===== src/rtl/idi_params.svh =====
`ifndef IDI_PARAMS_SVH
`define IDI_PARAMS_SVH

// ****************************************************************
// Interface message codes, seven bits, taken under attention
// ****************************************************************
`define IDI_CMD_GTL   7'h01
`define IDI_CMD_SDC   7'h04
`define IDI_CMD_GET   7'h08
`define IDI_CMD_LLO   7'h11
`define IDI_CMD_DCL   7'h14
`define IDI_CMD_SPE   7'h18
`define IDI_CMD_SPD   7'h19
`define IDI_CMD_UNL   7'h3f
`define IDI_CMD_UNT   7'h5f

// ****************************************************************
// Address groups and field positions
// ****************************************************************
`define IDI_LAG_BASE  7'h20
`define IDI_TAG_BASE  7'h40
`define IDI_GRP_MASK  7'h60
`define IDI_ADDR_MASK 7'h1f
`define IDI_RQS_BIT   6
`define IDI_BUS_LINES 15

`endif


===== src/rtl/idi_pkg.sv =====
`default_nettype none

package idi_pkg;

  // ****************************************************************
  // Acceptor and source handshake states
  // ****************************************************************
  typedef enum logic {
    AH_IDLE = 1'b0,  // Ready for a byte
    AH_HOLD = 1'b1   // Byte captured, waiting for valid to drop
  } idi_ah_t;

  typedef enum logic [1:0] {
    SH_IDLE = 2'b00,  // Nothing to send
    SH_LOAD = 2'b01,  // Byte on the lines, waiting for ready
    SH_DAV  = 2'b10   // Valid asserted, waiting for accepted
  } idi_sh_t;

  // ****************************************************************
  // Whole state of the device interface
  // ****************************************************************
  typedef struct packed {
    idi_ah_t    ah;
    idi_sh_t    sh;
    logic       listen;
    logic       talk;
    logic       spe;
    logic       remote;
    logic       llo;
    logic       srq_pend;
    logic       stb_tx;
    logic       stb_done;
    logic [7:0] tx_lvl;
    logic       tx_eoi;
    logic       tx_ready;
    logic [7:0] rx_data;
    logic       rx_eoi;
    logic       rx_valid;
    logic       dev_clear;
    logic       trigger;
    logic       dio_oe;
    logic       dav_oe;
    logic       eoi_oe;
    logic       nrfd_oe;
    logic       ndac_oe;
  } idi_state_t;

endpackage

`default_nettype wire


===== src/rtl/idi_sync.sv =====
`timescale 1ns/1ps
`default_nettype none

// ****************************************************************
// Two-stage synchroniser for the bus lines
// ****************************************************************
module idi_sync #(
  parameter int WIDTH = 15
) (
  input  wire logic             ref_clk_i,
  input  wire logic             rst_i,
  input  wire logic [WIDTH-1:0] lines_i,
  output logic      [WIDTH-1:0] lines_o
);

  logic [WIDTH-1:0] meta;  // First stage, read only by the second

  // Lines idle high, so reset to released to avoid a false event
  always_ff @(posedge ref_clk_i or posedge rst_i) begin
    if (rst_i) begin
      meta    <= '1;
      lines_o <= '1;
    end else begin
      meta    <= lines_i;
      lines_o <= meta;
    end
  end

endmodule // idi_sync

`default_nettype wire


===== src/rtl/idi_device.sv =====
// Operation
// RQ1: Controller sends unlisten, listen address, command.
// RQ2: Addressed commands need prior own listen address.
// RQ3: Bytes under attention decode as interface messages.
// RQ4: Command strings arrive as data after attention.
// RQ5: Send data only when addressed to talk. The code also sends when talk_only_i is set.
// RQ6: Accept data only when addressed to listen.
// RQ7: Own listen address ends talker state.
// RQ8: Own talk address ends listener state.
// RQ9: Assert valid after ready; hold until accepted.
// RQ10: Latch each byte once, then release accepted.
// RQ11: Hold service request until serviced.
// RQ12: Remote under enable, local on command, lockout.
// RQ13: Clear pulse on device or selective clear.
// RQ14: Trigger pulse on group execute trigger.
// RQ15: No parallel poll reply on data lines.
// RQ16: Never drive attention, clear or remote lines.
// RQ17: Secondary bytes leave addressing unchanged.
// RQ18: Listen address is address OR 20 hex.
// RQ19: Talk address is address OR 40 hex.
// RQ20: Decode the universal and addressed command set.
// RQ21: Interface clear idles talker and listener.
// RQ22: Serial poll sends status byte, clears request.
// RQ23: End flag marks the last byte.
`timescale 1ns/1ps
`default_nettype none
`include "idi_params.svh"

module idi_device (
  input  wire logic       ref_clk_i,
  input  wire logic       rst_i,
  // Bus lines, low true
  input  wire logic [7:0] dio_n_i,
  output logic      [7:0] dio_n_o,
  output logic            dio_oe_o,
  input  wire logic       dav_n_i,
  output logic            dav_n_o,
  output logic            dav_oe_o,
  input  wire logic       nrfd_n_i,
  output logic            nrfd_n_o,
  output logic            nrfd_oe_o,
  input  wire logic       ndac_n_i,
  output logic            ndac_n_o,
  output logic            ndac_oe_o,
  input  wire logic       eoi_n_i,
  output logic            eoi_n_o,
  output logic            eoi_oe_o,
  input  wire logic       srq_n_i,
  output logic            srq_n_o,
  output logic            srq_oe_o,
  input  wire logic       atn_n_i,
  input  wire logic       ifc_n_i,
  input  wire logic       ren_n_i,
  // Instrument side
  input  wire logic [4:0] my_addr_i,
  input  wire logic       talk_only_i,
  input  wire logic       local_key_i,
  input  wire logic [7:0] tx_data_i,
  input  wire logic       tx_eoi_i,
  input  wire logic       tx_valid_i,
  output logic            tx_ready_o,
  output logic      [7:0] rx_data_o,
  output logic            rx_eoi_o,
  output logic            rx_valid_o,
  input  wire logic [7:0] status_i,
  input  wire logic       rqs_i,
  output logic            dev_clear_o,
  output logic            trigger_o,
  output logic            remote_o,
  output logic            lockout_o,
  output logic            listen_o,
  output logic            talk_o,
  output logic            spoll_o
);

  // ****************************************************************
  // Synchronised bus lines, turned to high-true
  // ****************************************************************
  logic [`IDI_BUS_LINES-1:0] bus_sync;  // Raw lines after two stages
  logic [7:0]                dio_t;     // Data byte, high true
  logic                      dav_t;     // Data valid asserted
  logic                      nrfd_t;    // Some acceptor not ready
  logic                      ndac_t;    // Some acceptor has not accepted
  logic                      atn_t;     // Attention asserted
  logic                      eoi_t;     // End asserted
  logic                      ifc_t;     // Interface clear asserted
  logic                      ren_t;     // Remote enable asserted

  idi_sync #(
    .WIDTH (`IDI_BUS_LINES)
  ) u_sync (
    .ref_clk_i (ref_clk_i),
    .rst_i     (rst_i),
    .lines_i   ({dio_n_i, dav_n_i, nrfd_n_i, ndac_n_i, atn_n_i,
                 eoi_n_i, ifc_n_i, ren_n_i}),
    .lines_o   (bus_sync)
  );

  assign {dio_t, dav_t, nrfd_t, ndac_t, atn_t, eoi_t, ifc_t, ren_t} = ~bus_sync;

  // ****************************************************************
  // Address match helper
  // ****************************************************************
  function automatic logic addr_hit(input logic [6:0] cmd, input logic [6:0] base,
                                    input logic [4:0] addr);
    addr_hit = (cmd == (base | {2'b00, addr}));  // RQ18 RQ19
  endfunction

  // ****************************************************************
  // State and next state
  // ****************************************************************
  idi_pkg::idi_state_t st;       // Registered state
  idi_pkg::idi_state_t next_st;  // Combinational copy
  logic                active;   // Acceptor takes part in handshakes
  logic                cap;      // Byte captured this cycle
  logic                cap_cmd;  // Captured byte is a message
  logic [6:0]          cmd;      // Message code, parity bit dropped
  logic                src_en;   // Source may drive the lines

  assign active  = atn_t || st.listen;  // RQ3 RQ6
  assign cap     = (st.ah == idi_pkg::AH_IDLE) && active && dav_t;  // RQ10
  assign cap_cmd = cap && atn_t;  // RQ3
  assign cmd     = dio_t[6:0];
  assign src_en  = (st.talk || talk_only_i) && !atn_t;  // RQ5 RQ15

  // Next state; later assignments take priority
  always_comb begin
    next_st           = st;
    next_st.rx_valid  = 1'b0;
    next_st.dev_clear = 1'b0;
    next_st.trigger   = 1'b0;
    // Acceptor handshake
    unique case (st.ah)
      idi_pkg::AH_IDLE: begin
        if (cap) begin
          next_st.ah = idi_pkg::AH_HOLD;  // RQ10
        end
      end
      idi_pkg::AH_HOLD: begin
        if (!dav_t) begin
          next_st.ah = idi_pkg::AH_IDLE;
        end
      end
    endcase
    // Device data to the instrument
    if (cap && !atn_t && st.listen) begin
      next_st.rx_data  = dio_t;  // RQ6 RQ4
      next_st.rx_eoi   = eoi_t;  // RQ23
      next_st.rx_valid = 1'b1;
    end
    // Interface messages
    if (cap_cmd) begin
      if ((cmd & `IDI_GRP_MASK) == `IDI_GRP_MASK) begin
        next_st.listen = st.listen;  // RQ17
      end else if (cmd == `IDI_CMD_UNL) begin
        next_st.listen = 1'b0;  // RQ20
      end else if (cmd == `IDI_CMD_UNT) begin
        next_st.talk = 1'b0;  // RQ20
      end else if (addr_hit(cmd, `IDI_LAG_BASE, my_addr_i)) begin
        next_st.listen = 1'b1;  // RQ18
        next_st.talk   = 1'b0;  // RQ7
        if (ren_t) begin
          next_st.remote = 1'b1;  // RQ12
        end
      end else if (addr_hit(cmd, `IDI_TAG_BASE, my_addr_i)) begin
        next_st.talk   = 1'b1;  // RQ19
        next_st.listen = 1'b0;  // RQ8
      end else if ((cmd & `IDI_GRP_MASK) == `IDI_TAG_BASE) begin
        next_st.talk = 1'b0;  // Another talker was addressed
      end else begin
        unique case (cmd)
          `IDI_CMD_GTL: next_st.remote    = st.listen ? 1'b0 : st.remote;  // RQ2 RQ12
          `IDI_CMD_SDC: next_st.dev_clear = st.listen;  // RQ2 RQ13
          `IDI_CMD_GET: next_st.trigger   = st.listen;  // RQ2 RQ14
          `IDI_CMD_LLO: next_st.llo       = 1'b1;  // RQ12
          `IDI_CMD_DCL: next_st.dev_clear = 1'b1;  // RQ13
          `IDI_CMD_SPE: next_st.spe       = 1'b1;  // RQ20
          `IDI_CMD_SPD: next_st.spe       = 1'b0;  // RQ20
          default:      next_st.spe       = st.spe;  // Unknown codes ignored
        endcase
      end
    end
    // Remote and local
    if (!ren_t) begin
      next_st.remote = 1'b0;  // RQ12
      next_st.llo    = 1'b0;
    end else if (local_key_i && !st.llo) begin
      next_st.remote = 1'b0;  // Front key works unless locked out
    end
    // Source handshake
    next_st.tx_ready = 1'b0;
    unique case (st.sh)
      idi_pkg::SH_IDLE: begin
        if (src_en && st.spe && st.talk && !st.stb_done) begin
          next_st.tx_lvl = ~{status_i[7], st.srq_pend, status_i[5:0]};  // RQ22
          next_st.tx_eoi = 1'b0;
          next_st.stb_tx = 1'b1;
          next_st.sh     = idi_pkg::SH_LOAD;
        end else if (src_en && !st.spe && st.tx_ready && tx_valid_i) begin
          next_st.tx_lvl = ~tx_data_i;  // RQ5
          next_st.tx_eoi = tx_eoi_i;    // RQ23
          next_st.stb_tx = 1'b0;
          next_st.sh     = idi_pkg::SH_LOAD;
        end else begin
          next_st.tx_ready = src_en && !st.spe;
        end
      end
      idi_pkg::SH_LOAD: begin
        if (atn_t) begin
          next_st.sh = idi_pkg::SH_IDLE;  // Controller took the bus
        end else if (!nrfd_t && ndac_t) begin
          next_st.sh = idi_pkg::SH_DAV;  // RQ9
        end
      end
      idi_pkg::SH_DAV: begin
        if (atn_t) begin
          next_st.sh = idi_pkg::SH_IDLE;
        end else if (!ndac_t) begin
          next_st.sh = idi_pkg::SH_IDLE;  // RQ9
          if (st.stb_tx) begin
            next_st.srq_pend = 1'b0;  // RQ22
            next_st.stb_done = 1'b1;
          end
        end
      end
      default: next_st.sh = idi_pkg::SH_IDLE;  // Illegal code recovers
    endcase
    // A fresh poll needs talk or serial poll enable to drop and return first
    if (!st.talk || !st.spe) begin
      next_st.stb_done = 1'b0;
    end
    // Request set wins over the clear from a poll
    if (rqs_i) begin
      next_st.srq_pend = 1'b1;  // RQ11
    end
    // Interface clear overrides addressing
    if (ifc_t) begin
      next_st.listen = 1'b0;  // RQ21
      next_st.talk   = 1'b0;
      next_st.spe    = 1'b0;
      next_st.sh     = idi_pkg::SH_IDLE;
    end
    // Line drives follow the next state so they leave flip-flops
    next_st.dio_oe  = next_st.sh != idi_pkg::SH_IDLE;  // RQ15
    next_st.dav_oe  = next_st.sh == idi_pkg::SH_DAV;   // RQ9
    next_st.eoi_oe  = next_st.dio_oe && next_st.tx_eoi;  // RQ23
    next_st.nrfd_oe = next_st.ah == idi_pkg::AH_HOLD;  // RQ10
    next_st.ndac_oe = (next_st.ah == idi_pkg::AH_IDLE) && active;  // RQ10
  end

  // State register
  always_ff @(posedge ref_clk_i or posedge rst_i) begin
    if (rst_i) begin
      st <= '0;
    end else begin
      st <= next_st;
    end
  end

  // ****************************************************************
  // Outputs; open-drain control lines only ever pull low, data lines drive the byte
  // ****************************************************************
  // Attention, clear and remote enable are inputs only: RQ16
  assign dio_n_o     = st.tx_lvl;
  assign dio_oe_o    = st.dio_oe;
  assign dav_n_o     = 1'b0;
  assign dav_oe_o    = st.dav_oe;
  assign nrfd_n_o    = 1'b0;
  assign nrfd_oe_o   = st.nrfd_oe;
  assign ndac_n_o    = 1'b0;
  assign ndac_oe_o   = st.ndac_oe;
  assign eoi_n_o     = 1'b0;
  assign eoi_oe_o    = st.eoi_oe;
  assign srq_n_o     = 1'b0;
  assign srq_oe_o    = st.srq_pend;  // RQ11
  assign tx_ready_o  = st.tx_ready;
  assign rx_data_o   = st.rx_data;
  assign rx_eoi_o    = st.rx_eoi;
  assign rx_valid_o  = st.rx_valid;
  assign dev_clear_o = st.dev_clear;
  assign trigger_o   = st.trigger;
  assign remote_o    = st.remote;
  assign lockout_o   = st.llo;
  assign listen_o    = st.listen;
  assign talk_o      = st.talk;
  assign spoll_o     = st.spe;
endmodule // idi_device

`default_nettype wire


===== config.mk =====
export PLATFORM = sky130hd
export DESIGN_NAME = idi_device
export DESIGN_NICKNAME = d
export VERILOG_FILES = /design/src/rtl/idi_pkg.sv /design/src/rtl/idi_sync.sv /design/src/rtl/idi_device.sv
export VERILOG_INCLUDE_DIRS = /design/src /design/src/rtl
export SDC_FILE = /design/constraint.sdc
export NUM_CORES = 1
export LEC_CHECK = 0
export BUFFER_PORTS_ARGS = -buffer_cell sky130_fd_sc_hd__buf_2
export CORE_MARGIN = 5
export CORE_UTILIZATION = 54
export CTS_CLUSTER_SIZE = 8
export DETAILED_ROUTE_END_ITERATION = 8
export PLACE_DENSITY_LB_ADDON = 0.05
export SYNTH_ARGS = -nofsm -noshare
export SYNTH_HDL_FRONTEND = slang
export SYNTH_SLANG_ARGS = --single-unit

===== constraint.sdc =====
create_clock -name ref_clk_i -period 4.1 [get_ports ref_clk_i]
set_input_delay 0.205 -clock ref_clk_i [delete_from_list [all_inputs] [get_ports ref_clk_i]]
set_output_delay 0.205 -clock ref_clk_i [all_outputs]
set_load 0.02 [all_outputs]

==> run metrics <==
Root Driver=clkbuf_8; Via-to-Cell Ratio=4.932; HP Class=in2reg; share of the synthesized area in the top cell type=34.96%; Worst slew margin=47.42%; Total GRT Usage=16.84%; final std cells w/o fill=366; RSZ-0062 raised after global routing=false; Area Overhead vs Synth=25.37%; setup TNS=0 ps; Final ANT Viol Nets=0; DR vias=1,805; Final nets=338; Chip Height=80.04 um; period utilization=50.58%; Initial Util=55.71%; leakage power figure=1.587 nW; Peak VDD IR=0.3002 mV; cts repair resizes=0; Final setup viols=0; Final min period=2074 ps; Critical path buffers and inverters=0; # Max-Cap Violations=0; WL final=4.928 mm; Post-Synthesis Cells=219; Die Span X=80.04 um; worst r2r path cells=4; Top FF cell, synth=dfrtp_1; average size of a mapped cell=12.09 sq um; hold path start=rqs_i; RePlAce Congestion=0.7639; I/O Pins=81; top-count cell post-synth=dfrtp_1; Detailed Routing Iterations Pass 1=4; # diodes=0; Critical Path Source Type=flop; Worst Skew=4.846 ps; Slew @ Worst Pin=788.7 ps; r2r endpoint=dio_n_o[1]; global-route wire length before repair=8.155 mm; slowest CP cell=dfstp_2; initial antenna violation count=0; Critical Path RT=4320 ps; H-tree Lvls=3; CTS clk-pin slew, worst paths=70 ps; worst hold path cell count=2; area of the die=6406 sq um; Final Hold Fails=0; post-synth cell types=43; Largest delay share family, worst path=simple AND/OR/NAND/NOR gates; commonest cells in the netlist=dfrtp_1 (37), dfstp_2 (30), buf_4 (21); critical-path cell list=nand4b_1, o31ai_1, nand2_1, a22o_1; ys async rst share=100.0%; WP data arrival=2300 ps; outcome=finished clean; Iter 0 DRT Violations=72; CP Capture Type=flop; max incr delay on CP=650 ps; CTS sink count=67; FMAX=482.2 MHz; DP HPWL=3.414 mm; power consumption=1.551 mW; layout cells sized above 1=42.14%; Mapped Area=2649 sq um; largest net degree at the start of global routing=68; main area contributors after synthesis=dfrtp_1 (35%), dfstp_2 (30%), buf_4 (6.0%); vias in the first global route=1,845; sequential element share of the synthesized area=64.71%; CTS tree=yes; Worst Hold End=srq_oe_o; grt total ovfl=0; Post-synth EDFFs=0; post-placement cell count=335; number of remaining DRC errors=0; pwr dens=467.0 nW/um^2; largest area contributor in the netlist=dfrtp_1; flops & latches, synth=67; WL/cell=13.46 um; worst skew pair latency=340 ps; r2r setup slk=2030 ps; Fillers=363; cell row count=25; Port Buffers=73; CP Max Fanout=11; Slew Limit Fails=0; Longest Clk Path Bufs=2; CTS buffer count=9; Critical R2R Launch=u_sync.lines_o[3]; Syn. warnings=0; CP Class=reg2reg; Placeable Area=4755 sq um
stage by stage:
stage          hold slack, ps  setup WS [ps]  area [sq um]  utilization [%]
3_5_place_dp            311.2           2021          2922            61.45
6_report                48.17           2026          3321            69.84
3_3_place_gp            309.4           2049          2922            61.45
2_1_floorplan           209.5           2261          2664                -
5_1_grt                 33.08           1841          3321            69.84
4_1_cts                 36.84           2009          3321            69.84
placed cells by master (no fill, tap or decap), types with 3 or more instances in the layout:
cell type	netlist	routed
nor2_1	9	9
inv_1	10	9
dfrtp_1	37	37
dfstp_2	30	30
bufinv_16	0	3
a21oi_1	5	5
o22ai_1	8	8
nand3_1	7	7
xnor2_1	5	5
nand2_1	19	19
a22o_1	7	7
clkbuf_8	0	10
buf_2	3	73
o21ai_0	11	11
dlygate4sd3_1	0	15
conb_1	1	5
nand2b_1	5	5
a211oi_1	3	3
worst max-delay path by stage:
stage / cells past startpoint / start / slack, ps / to
6_report: 4 / u_sync.lines_o[3] / 2030 / dio_n_o[1]
5_1_grt: 4 / u_sync.lines_o[3] / 1840 / dio_n_o[4]
4_1_cts: 4 / u_sync.lines_o[3] / 2010 / dio_n_o[1]
3_5_place_dp: 4 / u_sync.lines_o[3] / 2020 / dio_n_o[6]
3_3_place_gp: 4 / u_sync.lines_o[3] / 2050 / dio_n_o[3]
2_1_floorplan: 1 / rst_i / 2260 / dav_oe_o
where the power goes:
group	internal [mW]	switching (mW)	total [mW]
logic	0.0661	0.0797	0.146
registers	0.714	0.0270	0.742
clock network	0.421	0.242	0.663
total	1.20	0.349	1.55
cell families after synthesis:
logic type / share of synthesized area [%]
AO/OA/AOI/OAI: 12.00
flip-flops: 64.71
buffers and inverters: 8.927
AND/OR/NAND/NOR: 12.57
XOR/XNOR: 1.653
other: 0.1416
registers in the layout (all words and copies together), names as in the netlist, 5 cells and up:
register / flops
u_sync.lines_o: 15
u_sync.meta: 15
dio_n_o: 8
rx_data_o: 8
st: 5
routing by layer:
layer | vias up | GRT usage, % | wire (um)
met5 | - | 0 | 0
met4 | 0 | 9.291 | 102
met3 | 11 | 4.515 | 347
met2 | 62 | 26.57 | 2291
met1 | 846 | 20.94 | 2187
li1 | 886 | - | -
repair_timing:
item | in CTS | in global routing
buffers inserted | 0 | 0
hold endpoints to repair | 15 | 0
hold buffers | 15 | 0
layout make-up:
class | count | area (sq um) | area share (%)
Sequential cell | 67 | 1714 | 51.62
Inverter | 10 | 37.54 | 1.130
Clock buffer | 10 | 137.6 | 4.145
Multi-Input combinational cell | 117 | 713.2 | 21.48
Tap cell | 67 | 83.83 | 2.524
Clock inverter | 6 | 111.4 | 3.353
Timing Repair Buffer | 89 | 523.0 | 15.75
Power figures use the tool's default switching activity.
